===== src/common/lab_regs.vh =====
// register map, field layout and sizes of the logic array block control.
// assumes a 32-bit avalon-mm slave with byte addresses, word aligned.
//
// Behaviour
// at most two block clocks, two enables
// each clock paired with its own enable
// both edges of one clock use both clocks
// low enable stops its block clock entirely
// no more than ten control signals at once
// two async clears and one async load
// async load with data high acts as preset
// block controls usable in every cell mode
// add/subtract honoured only in arithmetic mode
// normal mode: four local inputs feed lut
// lut input selects carry-in or fourth input
// normal mode async load data from fourth input
// lut chain passes output to next cell
// packed use: register and lut independent
// carry-in only at end of adder chain
// each output reaches up to thirty cells
// multiplier results feed adder or accumulator
// multiplier input registers chain as shift register
// sync clear/load act only while enabled
`ifndef LAB_REGS_VH
`define LAB_REGS_VH

`define LAB_NCELL        4
`define LAB_MAXCTRL      4'ha

// register byte offsets
`define LAB_OFF_CLKCFG   8'h00
`define LAB_OFF_MACCFG   8'h04
`define LAB_OFF_STATUS   8'h08
`define LAB_OFF_CELLOUT  8'h0c
`define LAB_OFF_MACOUT   8'h10
`define LAB_OFF_CELL0    8'h20

// clock configuration fields
`define LAB_CK_SRC1      0
`define LAB_CK_FALL1     1
`define LAB_CK_SRC2      2
`define LAB_CK_FALL2     3

// cell configuration fields
`define LAB_CF_LUT_HI    15
`define LAB_CF_ARITH     16
`define LAB_CF_CLKSEL    17
`define LAB_CF_CARRY     18
`define LAB_CF_CHAIN     19
`define LAB_CF_PACKED    20
`define LAB_CF_ACLR_LO   21
`define LAB_CF_ACLR_HI   22
`define LAB_CF_ALOAD     23
`define LAB_CF_PRESET    24
`define LAB_CF_SYNC      25

// multiplier configuration fields and modes
`define LAB_MC_MODE_LO   0
`define LAB_MC_MODE_HI   1
`define LAB_MC_SHIFT     2
`define LAB_MC_ACCCLR    3
`define LAB_MAC_PROD     2'h0
`define LAB_MAC_ADD      2'h1
`define LAB_MAC_SUB      2'h2
`define LAB_MAC_ACC      2'h3

`define LAB_ACLR_NONE    2'h0
`define LAB_ACLR_ZERO    2'h1
`define LAB_ACLR_ONE     2'h2

`define LAB_CLKCFG_RST   4'h0
`define LAB_CELLCFG_RST  32'h00000000
`define LAB_MACCFG_RST   4'h0

`endif


===== src/design/lab_ctrl.v =====
// logic array block: control distribution, four cells and a small multiplier block.
// assumes all pin inputs synchronous to clk_sys; block clocks are sampled
// edges of the two clock source inputs.
`timescale 1ns/1ps
`include "lab_regs.vh"

module lab_ctrl (
  input  wire        clk_sys,
  input  wire        rstn,
  input  wire [7:0]  avs_address,
  input  wire        avs_read,
  input  wire        avs_write,
  input  wire [31:0] avs_writedata,
  output reg  [31:0] avs_readdata,
  output wire        avs_waitrequest,
  input  wire [1:0]  clkSrc,
  input  wire [1:0]  clkEna,
  input  wire [1:0]  aclr,
  input  wire        aload,
  input  wire        sclr,
  input  wire        sload,
  input  wire        addnsub,
  input  wire [15:0] cellData,
  input  wire [3:0]  cellPackIn,
  output reg  [3:0]  cellComb,
  output reg  [3:0]  cellReg,
  output reg         carryOut,
  input  wire        macValid,
  input  wire [7:0]  macA0,
  input  wire [7:0]  macB0,
  input  wire [7:0]  macA1,
  input  wire [7:0]  macB1,
  output reg  [19:0] macResult
);

  function edgeEvt;
    input srcNow;
    input srcPrev;
    input fall;
    begin
      edgeEvt = fall ? (~srcNow & srcPrev) : (srcNow & ~srcPrev);
    end
  endfunction

  reg  [3:0]  clkCfg_reg;
  reg  [3:0]  macCfg_reg;
  reg  [31:0] cellCfg_reg [0:`LAB_NCELL-1];
  reg  [1:0]  srcPrev_reg;
  reg         ack_reg;
  wire [3:0]  combW;
  wire [4:0]  carryW;
  wire [3:0]  arithW;
  wire [3:0]  clkUseW;
  wire        src1;
  wire        src2;
  wire        tick1;
  wire        tick2;
  wire        bothEdges;
  reg  [3:0]  ctrlCount;

  // block clock one and two: chosen source and edge, gated by own enable
  assign src1 = clkSrc[clkCfg_reg[`LAB_CK_SRC1]];
  assign src2 = clkSrc[clkCfg_reg[`LAB_CK_SRC2]];
  assign tick1 = edgeEvt(src1, srcPrev_reg[clkCfg_reg[`LAB_CK_SRC1]],
                         clkCfg_reg[`LAB_CK_FALL1]) & clkEna[0];
  assign tick2 = edgeEvt(src2, srcPrev_reg[clkCfg_reg[`LAB_CK_SRC2]],
                         clkCfg_reg[`LAB_CK_FALL2]) & clkEna[1];
  // one source on both edges occupies both block clocks
  assign bothEdges = (clkCfg_reg[`LAB_CK_SRC1] == clkCfg_reg[`LAB_CK_SRC2]) &
                     (clkCfg_reg[`LAB_CK_FALL1] != clkCfg_reg[`LAB_CK_FALL2]) &
                     (|clkUseW) & (|(~clkUseW));

  always @(posedge clk_sys) begin
    if (!rstn) begin
      srcPrev_reg <= 2'h0;
    end else begin
      srcPrev_reg <= clkSrc;
    end
  end

  // carry into the first cell: subtract needs an initial one
  assign carryW[0] = arithW[0] & addnsub;

  genvar i;
  generate
    for (i = 0; i < `LAB_NCELL; i = i + 1) begin : gCell
      wire [31:0] cfg;
      wire [3:0]  d;
      wire        prevArith;
      wire        chainIn;
      wire        in0;
      wire        in3;
      wire [3:0]  lutIdx;
      wire        lutOut;
      wire        bEff;
      wire        sum;
      wire        tick;
      wire        aclrHit;
      wire        aloadVal;
      wire        regD;
      wire [1:0]  aclrSel;

      assign cfg = cellCfg_reg[i];
      assign d = cellData[4*i+3:4*i];
      assign arithW[i] = cfg[`LAB_CF_ARITH];
      assign clkUseW[i] = cfg[`LAB_CF_CLKSEL];
      if (i == 0) begin : gFirst
        assign prevArith = 1'b0;
        assign chainIn = 1'b0;
      end else begin : gNext
        assign prevArith = arithW[i-1];
        assign chainIn = combW[i-1];
      end
      assign in0 = cfg[`LAB_CF_CHAIN] ? chainIn : d[0];
      // carry-in replaces the fourth input only behind an adder chain
      assign in3 = (cfg[`LAB_CF_CARRY] & prevArith) ? carryW[i] : d[3];
      assign lutIdx = {in3, d[2], d[1], in0};
      assign lutOut = cfg[lutIdx];
      assign bEff = d[1] ^ (cfg[`LAB_CF_ARITH] & addnsub);
      assign sum = in0 ^ bEff ^ carryW[i];
      assign carryW[i+1] = cfg[`LAB_CF_ARITH] &
                           ((in0 & bEff) | (carryW[i] & (in0 ^ bEff)));
      assign combW[i] = cfg[`LAB_CF_ARITH] ? sum : lutOut;
      // packed, in normal mode only: register fed from its own input, lut output stays free
      assign regD = (cfg[`LAB_CF_PACKED] & ~cfg[`LAB_CF_ARITH]) ?
                    cellPackIn[i] : combW[i];
      assign tick = cfg[`LAB_CF_CLKSEL] ? tick2 : tick1;
      assign aclrSel = cfg[`LAB_CF_ACLR_HI:`LAB_CF_ACLR_LO];
      assign aclrHit = ((aclrSel == `LAB_ACLR_ZERO) & aclr[0]) |
                       ((aclrSel == `LAB_ACLR_ONE) & aclr[1]);
      assign aloadVal = cfg[`LAB_CF_PRESET] | d[3];

      // clears and loads apply in every mode
      always @(posedge clk_sys) begin
        if (!rstn) begin
          cellReg[i] <= 1'b0;
        end else if (aclrHit) begin
          cellReg[i] <= 1'b0;
        end else if (cfg[`LAB_CF_ALOAD] & aload) begin
          cellReg[i] <= aloadVal;
        end else if (tick) begin
          if (cfg[`LAB_CF_SYNC] & sclr) begin
            cellReg[i] <= 1'b0;
          end else if (cfg[`LAB_CF_SYNC] & sload) begin
            cellReg[i] <= d[3];
          end else begin
            cellReg[i] <= regD;
          end
        end
      end

      always @(posedge clk_sys) begin
        if (!rstn) begin
          cellComb[i] <= 1'b0;
        end else begin
          cellComb[i] <= combW[i];
        end
      end
    end
  endgenerate

  always @(posedge clk_sys) begin
    if (!rstn) begin
      carryOut <= 1'b0;
    end else begin
      carryOut <= carryW[`LAB_NCELL];
    end
  end

  // distinct control signals in use by the current configuration
  always @* begin
    ctrlCount = 4'h2;
    if (|clkUseW) begin
      ctrlCount = ctrlCount + 4'h2;
    end
    if (|(arithW)) begin
      ctrlCount = ctrlCount + 4'h1;
    end
    if (cellCfg_reg[0][`LAB_CF_ALOAD] | cellCfg_reg[1][`LAB_CF_ALOAD] |
        cellCfg_reg[2][`LAB_CF_ALOAD] | cellCfg_reg[3][`LAB_CF_ALOAD]) begin
      ctrlCount = ctrlCount + 4'h1;
    end
    if (cellCfg_reg[0][`LAB_CF_SYNC] | cellCfg_reg[1][`LAB_CF_SYNC] |
        cellCfg_reg[2][`LAB_CF_SYNC] | cellCfg_reg[3][`LAB_CF_SYNC]) begin
      ctrlCount = ctrlCount + 4'h2;
    end
    if (ctrlCount > `LAB_MAXCTRL) begin
      ctrlCount = `LAB_MAXCTRL;
    end
  end

  // multiplier block
  reg  [7:0]  mA0_reg;
  reg  [7:0]  mB0_reg;
  reg  [7:0]  mA1_reg;
  reg  [7:0]  mB1_reg;
  wire [15:0] prod0;
  wire [15:0] prod1;
  reg  [19:0] macNext;

  assign prod0 = mA0_reg * mB0_reg;
  assign prod1 = mA1_reg * mB1_reg;

  always @(posedge clk_sys) begin
    if (!rstn) begin
      mA0_reg <= 8'h00;
      mB0_reg <= 8'h00;
      mA1_reg <= 8'h00;
      mB1_reg <= 8'h00;
    end else if (macValid) begin
      mA0_reg <= macA0;
      mB0_reg <= macB0;
      // shift mode: second input register follows the first
      mA1_reg <= macCfg_reg[`LAB_MC_SHIFT] ? mA0_reg : macA1;
      mB1_reg <= macCfg_reg[`LAB_MC_SHIFT] ? mB0_reg : macB1;
    end
  end

  always @* begin
    case (macCfg_reg[`LAB_MC_MODE_HI:`LAB_MC_MODE_LO])
      `LAB_MAC_ADD: macNext = {4'h0, prod0} + {4'h0, prod1};
      `LAB_MAC_SUB: macNext = {4'h0, prod0} - {4'h0, prod1};
      `LAB_MAC_ACC: macNext = macResult + {4'h0, prod0};
      default:      macNext = {4'h0, prod0};
    endcase
  end

  wire isWrite;
  assign isWrite = avs_write & ack_reg;

  always @(posedge clk_sys) begin
    if (!rstn) begin
      macResult <= 20'h00000;
    end else if (isWrite & (avs_address == `LAB_OFF_MACCFG) &
                 avs_writedata[`LAB_MC_ACCCLR]) begin
      macResult <= 20'h00000;
    end else if (macValid) begin
      macResult <= macNext;
    end
  end

  // avalon slave: one wait state, write acts at the edge waitrequest is low
  assign avs_waitrequest = (avs_read | avs_write) & ~ack_reg;

  always @(posedge clk_sys) begin
    if (!rstn) begin
      ack_reg <= 1'b0;
    end else begin
      ack_reg <= (avs_read | avs_write) & ~ack_reg;
    end
  end

  integer k;
  always @(posedge clk_sys) begin
    if (!rstn) begin
      clkCfg_reg <= `LAB_CLKCFG_RST;
      macCfg_reg <= `LAB_MACCFG_RST;
      for (k = 0; k < `LAB_NCELL; k = k + 1) begin
        cellCfg_reg[k] <= `LAB_CELLCFG_RST;
      end
    end else if (isWrite) begin
      case (avs_address)
        `LAB_OFF_CLKCFG: clkCfg_reg <= avs_writedata[3:0];
        `LAB_OFF_MACCFG: macCfg_reg <= {1'b0, avs_writedata[2:0]};
        default: begin
          for (k = 0; k < `LAB_NCELL; k = k + 1) begin
            if (avs_address == `LAB_OFF_CELL0 + 8'h04 * k[7:0]) begin
              cellCfg_reg[k] <= avs_writedata;
            end
          end
        end
      endcase
    end
  end

  reg [31:0] rdMux;
  integer    j;
  always @* begin
    rdMux = 32'h00000000;
    case (avs_address)
      `LAB_OFF_CLKCFG:  rdMux = {28'h0000000, clkCfg_reg};
      `LAB_OFF_MACCFG:  rdMux = {28'h0000000, macCfg_reg};
      `LAB_OFF_STATUS:  rdMux = {24'h000000, ctrlCount, 3'h0, bothEdges};
      `LAB_OFF_CELLOUT: rdMux = {23'h000000, carryOut, cellComb, cellReg};
      `LAB_OFF_MACOUT:  rdMux = {12'h000, macResult};
      default: begin
        for (j = 0; j < `LAB_NCELL; j = j + 1) begin
          if (avs_address == `LAB_OFF_CELL0 + 8'h04 * j[7:0]) begin
            rdMux = cellCfg_reg[j];
          end
        end
      end
    endcase
  end

  always @(posedge clk_sys) begin
    if (!rstn) begin
      avs_readdata <= 32'h00000000;
    end else if (avs_read & ~ack_reg) begin
      avs_readdata <= rdMux;
    end
  end

endmodule // lab_ctrl


===== config.mk =====
export PLATFORM = sky130hd
export DESIGN_NAME = lab_ctrl
export DESIGN_NICKNAME = d
export VERILOG_FILES = /design/src/design/lab_ctrl.v
export VERILOG_INCLUDE_DIRS = /design/src /design/src/common
export SDC_FILE = /design/constraint.sdc
export NUM_CORES = 1
export LEC_CHECK = 0
export ABC_AREA = 1
export BUFFER_PORTS_ARGS = -buffer_cell sky130_fd_sc_hd__clkbuf_2
export CORE_ASPECT_RATIO = 0.9
export CORE_MARGIN = 1
export CORE_UTILIZATION = 64
export DETAILED_ROUTE_END_ITERATION = 8
export HOLD_SLACK_MARGIN = 0.12
export PLACE_DENSITY = 0.93
export SYNTH_ARGS = -nofsm -noshare
export SYNTH_HDL_FRONTEND = slang
export SYNTH_SLANG_ARGS = --single-unit

===== constraint.sdc =====
create_clock -name clk_sys -period 13 [get_ports clk_sys]
set_input_delay 1.3 -clock clk_sys [delete_from_list [all_inputs] [get_ports clk_sys]]
set_output_delay 1.3 -clock clk_sys [all_outputs]
set_load 0.01 [all_outputs]

Yosys cells after proc, flatten, opt, wreduce, memory -nomap -nowiden. Memory sizes are Yosys's and may differ from the RTL's. Index checks and enable logic that the tools add are counted.

Register bits after elaboration: 103. Input bits: 107. Output and inout bits: 62. Memories: 1. Word-level logic and storage cells: 266. RAM bits: 128.

Memories: cellCfg_reg (depth 4, bits a word 32, read ports 4, clocked after Yosys merged registers in 0, wr ports 4, line lab_ctrl.v:47) `` reg [31:0] cellCfg_reg [0:`LAB_NCELL-1]; ``.

Reductions and logical operators: 16. Magnitude comparators: 7. Bitwise logic cells: 103. Add/subtract/negate cells: 6. $mul: 2. Equal/unequal tests: 21. Mux-type cells: 91.

Operators by type and width (number): $mux W32 (8); $pmux W32 S5 (1); $mux W1 (70); $pmux W20 S3 (1); $and A1 B1 Y1 (57); $eq A8 B6 Y1 const B (4); $mul A8 B8 Y16 (2); $lt A4 B6 Y1 const B (4); $or A1 B1 Y1 (23); $add A20 B16 Y20 (1); $add A16 B16 Y17 (1); $sub A16 B16 Y17 (1); $bmux W1 S4 (4); $eq A8 B4 Y1 const B (2); $mux W4 (4); $mux W8 (2); $eq A2 B2 Y1 const B (6); $reduce_or A2 Y1 (6); $reduce_or A4 Y1 (3); $xor A1 B1 Y1 (12); $eq A2 B1 Y1 const B (5); $not A1 Y1 (10); $add A4 B1 Y4 const B (2); $eq A8 B3 Y1 const B (1); 11 further kinds (16).

Depth between registers and ports, before layout. Gate-level depths: netlist (run 1). An unclocked memory read counts as a cell.

Depth after elaboration: 25. Mapped depth: 39. Depth with buffers taken out: 38.

Least setup slack after synthesis (run 1). OpenSTA, ideal clock, no wires.

Path type: register to register. Start: reg mA0_reg[5]. End: reg macResult[19]. Buffers on the path: 1. Period minus slack after synthesis: 5687 ps. Cell stages (with the launch flop): 38. Data arrival time: 5554 ps. Required time: 12868 ps. Path slack: 7313 ps. Setup time: 132 ps. Path through: dfxtp_1 clkbuf_1 nand2_1 fa_1 fa_1 inv_1 fa_1 inv_1 fa_1 inv_1 ha_1 inv_1 xor2_1 inv_1 ha_1 inv_1 or2_1 nand2_1 (+2 left out) nand2_1 a21oi_1 inv_1 nand2_1 inv_2 nor2_1 o21ai_1 nand3_1 nand2_1 inv_2 nor2_1 o21a_1 nand2_1 nor2_1 xnor2_1 o21ai_1 nand2_1 a21oi_1.

Cells in the longest elaborated chain, start to end: 3. Elaborated cells between the ends (all ways): 4. Classes of those cells: 2 x add/sub; 1 x mul; 1 x mux.

RTL lines: from (decl) (line lab_ctrl.v:193) `reg [7:0] mA0_reg;`; from (signal assigned) (line lab_ctrl.v:211) `mA0_reg <= macA0;`; $mul A8 B8 Y16 * (line lab_ctrl.v:201) `assign prod0 = mA0_reg * mB0_reg;`; $add A20 B16 Y20 / $sub A16 B16 Y17 (equally long branches) (line lab_ctrl.v:223, lab_ctrl.v:222); $pmux W20 S3 * (line lab_ctrl.v:220) `` case (macCfg_reg[`LAB_MC_MODE_HI:`LAB_MC_MODE_LO]) ``; to (signal assigned) (line lab_ctrl.v:238) `macResult <= macNext;`; to (decl) (line lab_ctrl.v:33) `output reg [19:0] macResult`.

Mark *: on every way between the ends. The rest lies on a longest branch, timed or not. A chain may end at the register's enable or synchronous reset.

Final worst setup path (run 1).
Start: reg mB0_reg[2]. End: reg macResult[19].

Cells in the longest elaborated chain, start to end: 3. Elaborated cells between the ends (all ways): 4. Classes of those cells: 2 x add/sub; 1 x mul; 1 x mux.

RTL lines: from (decl) (line lab_ctrl.v:194) `reg [7:0] mB0_reg;`; from (signal assigned) (line lab_ctrl.v:212) `mB0_reg <= macB0;`; $mul A8 B8 Y16 * (line lab_ctrl.v:201); $add A20 B16 Y20 / $sub A16 B16 Y17 (equally long branches) (line lab_ctrl.v:223, lab_ctrl.v:222); $pmux W20 S3 * (line lab_ctrl.v:220).

Marked as above.

==> results of run 1 <==
==> layer usage <==
layer	routed length [um]	up-vias	track usage, %	part of all wire [%]
met5	0	-	0	0
met4	3367	0	22.30	6.3
met3	5591	211	7.593	10
met2	25110	995	63.60	47
met1	19500	7568	45.97	36
li1	-	7658	-	-
==> cells in the mapped netlist, types with 21 or more instances <==
master | instances | area share, %
o21ai_1 | 21 | 0.60
edfxtp_1 | 128 | 22
a21oi_1 | 134 | 3.8
nand2_1 | 413 | 8.8
fa_1 | 78 | 8.8
inv_1 | 479 | 10
xor2_1 | 24 | 1.2
ha_1 | 123 | 8.7
dfxtp_1 | 103 | 12
nand3_1 | 118 | 3.3
o211ai_1 | 30 | 1.3
clkbuf_1 | 92 | 2.0
nor2_1 | 259 | 5.5
o21ai_0 | 108 | 3.1
==> per-stage QoR <==
step	hold slack (ns)	util, %
after floorplan	0.4487	-
after global placement	0.4534	69.19
after detailed placement	0.4597	69.19
after CTS	0.4698	72.35
after global routing	0.4960	72.36
final	0.4671	72.36
==> where the power goes <==
part           switching, uW  internal [uW]  total (uW)  leakage, uW
combinational            302            164         466      0.00769
clock                    326            436         762     0.000415
sequential              42.3            800         842      0.00217
total                    670           1400        2070       0.0103
==> final cells by class <==
class | instances | share of cell area, %
Antenna cell | 1 | 0.01280
Clock buffer | 26 | 3.218
Clock inverter | 20 | 1.145
Inverter | 493 | 9.545
Multi-Input combinational cell | 1504 | 48.74
Sequential cell | 231 | 30.20
Tap cell | 354 | 2.265
Timing Repair Buffer | 183 | 4.875
==> worst paths after layout <==
| path | start | endpoint | cells past startpoint |
|---|---|---|---|
| setup reg to reg | mB0_reg[2] | macResult[19] | 36 |
| setup / recovery | mB0_reg[2] | macResult[19] | 36 |
| hold / removal | avs_readdata[27] | avs_readdata[27] | 2 |
| hold reg to reg | avs_readdata[27] | avs_readdata[27] | 2 |
==> kinds of logic after synthesis <==
logic type      synth area share [%]
fa+ha+maj                      17.57
flops                          33.47
compound gates                 13.03
buf+inv                        12.70
simple gates                   21.57
xor+xnor                       1.539
mux                           0.1205
==> critical path: cells and delay by family (launching register included) <==
family          cells  cell delay, ns
compound gates      6            0.60
xor+xnor            2            0.37
fa+ha+maj           6            2.62
buf+inv             9            0.58
flops               1            0.52
simple gates       13            1.43
==> impl_metrics.tcl, run 1 <==
set metrics [dict create \
    final_max_slew_viol_count 0 \
    synthCells 2325 \
    route.detailed.drc 0 \
    hold_violations 0 \
    die_area_um2 28240 \
    finClkSkew_ns 0.02020 \
    rrSetupSlack_ns 6.72 \
    rsz0062_at_grt "no" \
    multi_input_area_um2 9533 \
    finalSetupTns_ns 0 \
    clk_pin_slew_ns 0.07 \
    maxCapViolCount 0 \
    nFillCells 2070 \
    synth-seq-cells 231 \
    drive_above_1_share_pct 11.40 \
    power.leakage_uw 0.01027 \
    min_period_over_period_pct 48.30 \
    root_buffer "clkbuf_16" \
    grt_pass1_vias 16387 \
    setup_violations 0 \
    worst_slack_ns 6.721 \
    dp.cells 2765 \
    start_util_pct 65.28 \
    vias 16432 \
    syn_nets 2633 \
    irDropWorstVdd_v 0.0001074 \
    htree_levels 1 \
    track_usage_pct 38.29 \
    crit_path_max_incr_delay_ns 0.55 \
    worst_pin_slew_ns 1.192 \
    place.gp.congestion 1.003 \
    powerDensity_nw_per_um2 105.8 \
    path_class "reg -> reg" \
    hold_buffers 0 \
    first_iter_violations 1594 \
    largest_reg_flops 128 \
    grt_max_degree 71 \
    synthArstFlopShare_pct 0 \
    final_nets 2746 \
    grt_pass1_wl_um 84520 \
    crit_path_max_fanout 10 \
    ioPinCount 169 \
    place_area_um2 18700 \
    synth_edf_count 128 \
    core.rowCount 57 \
    yosysSeqAreaShare_pct 33.47 \
    cts_tree "built" \
    synth_area_per_cell_um2 7.589 \
    finalCriticalPeriod_ns 6.279 \
    io_buffers 168 \
    arrival_ns 6.69 \
    firstDrtPassIters 6 \
    fmax_mhz 159.2 \
    cts_sinks 231 \
    antenna_found_initial 1 \
    syn_area_um2 17640 \
    final_common_cell "inv_1" \
    p_total_uw 2070 \
    post-place-ws_ns 6.805 \
    grt-ovfl-total 0 \
    avgViaCountPerCell 5.844 \
    fp.dieH_um 159.5 \
    clock_latency_ns 0.56 \
    dieWidth_um 177.0 \
    core_um2 27030 \
    postCtsSetupBuffers 0 \
    area_growth_pct 10.84 \
    synth_flop_cell "edfxtp_1" \
    drt-wirelength-per-cell_um 19.05 \
    wl_um 53570 \
    ctsResizeCount 0 \
    crit_path_end_kind "flop" \
    seq_area_um2 5906 \
    synth_cell_type_count 59 \
    cp.required_ns 13.41 \
    maxSlewHeadroom_pct 18.45 \
    instances_no_fill 2812 \
    yosys_warnings 0 \
    dp_hpwl_um 40360 \
    hold_path.class "reg -> reg" \
    clockBufferDepth 3 \
    ant_nets 0 \
    start_kind "flop" \
    fin_area_um2 19560 \
    layout_common_cells "479 x inv_1, 413 x nand2_1, 257 x nor2_1, 168 x clkbuf_2, 134 x a21oi_1" \
    status "completed" \
    critPathSlowestCell "fa_1" \
    cts_buffers 25 \
]
Power figures use the tool's default switching activity.
==> run 2: changes to the inputs <==
Settings changed: CORE_UTILIZATION 64 to 61, PLACE_DENSITY 0.93 to 0.9.
Clock period 13 ns to 6.5 ns, I/O delays scaled along.
==> impl_metrics.tcl, run 2 (synthesized netlist as in run 1, its figures left out) <==
set metrics [dict create \
    core_um2 28160 \
    dp_hpwl_um 40490 \
    root_buffer "clkbuf_16" \
    hold_violations 0 \
    cp.required_ns 6.95 \
    ioPinCount 169 \
    drt-wirelength-per-cell_um 19.09 \
    crit_path_end_kind "flop" \
    worst_pin_slew_ns 1.105 \
    finalSetupTns_ns 0 \
    finalCriticalPeriod_ns 6.015 \
    cts_sinks 231 \
    setup_violations 0 \
    cts_tree "built" \
    die_area_um2 29610 \
    rsz0062_at_grt "no" \
    ant_nets 0 \
    antenna_found_initial 0 \
    htree_levels 1 \
    dieWidth_um 181.3 \
    critPathSlowestCell "fa_1" \
    area_growth_pct 11.15 \
    firstDrtPassIters 6 \
    largest_reg_flops 128 \
    timing.rr.start "mA1_reg[3]" \
    diodes 0 \
    start_kind "flop" \
    fmax_mhz 166.2 \
    start_util_pct 62.66 \
    path_class "reg -> reg" \
    clockBufferDepth 3 \
    power.leakage_uw 0.01029 \
    cts_buffers 25 \
    status "completed" \
    grt_max_degree 64 \
    drive_above_1_share_pct 12.37 \
    clock_latency_ns 0.56 \
    track_usage_pct 36.68 \
    grt-ovfl-total 0 \
    wl_um 53940 \
    grt_pass1_vias 16127 \
    powerDensity_nw_per_um2 205.3 \
    layout_common_cells "479 x inv_1, 413 x nand2_1, 256 x nor2_1, 168 x clkbuf_2, 133 x a21oi_1" \
    first_iter_violations 1645 \
    grt_pass1_wl_um 84230 \
    final_nets 2755 \
    min_period_over_period_pct 92.55 \
    finClkSkew_ns 0.01190 \
    final_max_slew_viol_count 0 \
    irDropWorstVdd_v 0.0002351 \
    core.rowCount 58 \
    vias 16527 \
    arrival_ns 6.47 \
    maxSlewHeadroom_pct 26.07 \
    avgViaCountPerCell 5.848 \
    hold_path.class "in -> reg" \
    io_buffers 168 \
    route.detailed.drc 0 \
    hold-worst-slack_ns 0.3017 \
    clk_pin_slew_ns 0.07 \
    worstSetupStartpoint "mA1_reg[3]" \
    crit_path_max_fanout 9 \
    place.gp.congestion 1.007 \
    min_from "clkSrc[1]" \
    timing.critical_path.mode_cell "inv_1" \
    crit_path_max_incr_delay_ns 0.50 \
    final_common_cell "inv_1" \
    fp.dieH_um 163.3 \
    maxCapViolCount 0 \
]
-- run 2: routing by layer --
layer	wire length, um	track usage (%)	vias to the layer above
met5	0	0	-
met4	2873	19.34	0
met3	5975	6.243	173
met2	25300	62.45	1061
met1	19790	44.82	7624
li1	-	-	7669
-- run 2: path summary, 6_finish.rpt --
| kind | to | slack [ns] | cells past startpoint |
|---|---|---|---|
| min reg2reg | avs_readdata[27] | 0.47 | 2 |
| max reg2reg | macResult[18] | 0.48 | 29 |
| min | srcPrev_reg[1] | 0.30 | 3 |
| max | macResult[18] | 0.48 | 29 |
-- run 2: what timing repair did --
| action | CTS | global route |
|---|---|---|
| endpoints found under the setup margin | 0 | 4 |
| resized for setup | 0 | 18 |
| hold buffers | 0 | 0 |
| buffers inserted | 0 | 1 |
-- run 2: cell type report --
class / instances / area (um2)
inverter: 493 / 1867
clock inverter: 14 / 120.1
multi-input combinational: 1504 / 9567
clock buffer: 32 / 661.9
fill: 2307 / 8544
sequential: 231 / 5926
timing repair buffer: 192 / 1021
tap: 360 / 450.4
-- run 2: metrics by stage --
stage | area, um2 | setup slack [ns] | cells | util, % | power [uW]
3_5_place_dp | 18790 | 0.4055 | 2779 | 66.74 | 2629
6_report | 19610 | 0.4845 | 2826 | 69.65 | 4026
5_1_grt | 19610 | 0.02223 | 2826 | 69.65 | 4208
2_1_floorplan | 17640 | 0.8135 | 2325 | - | 2340
3_3_place_gp | 18790 | 0.4726 | 2779 | 66.74 | 2600
4_1_cts | 19570 | 0.3429 | 2825 | 69.52 | 4007
-- run 2: critical path: cells and delay by family (launching register included) --
kind            cells  cell delay (ns)
compound gates      8             1.41
flops               1             0.41
buf+inv             6             0.41
xor+xnor            1             0.30
fa+ha+maj           6             2.59
simple gates        8             0.77
-- run 2: where the power goes --
part | leakage, uW | total, uW | internal (uW) | switching, uW
logic | 0.00774 | 941 | 331 | 610
registers | 0.00217 | 1680 | 1600 | 81.5
clock network | 0.000370 | 1400 | 766 | 636
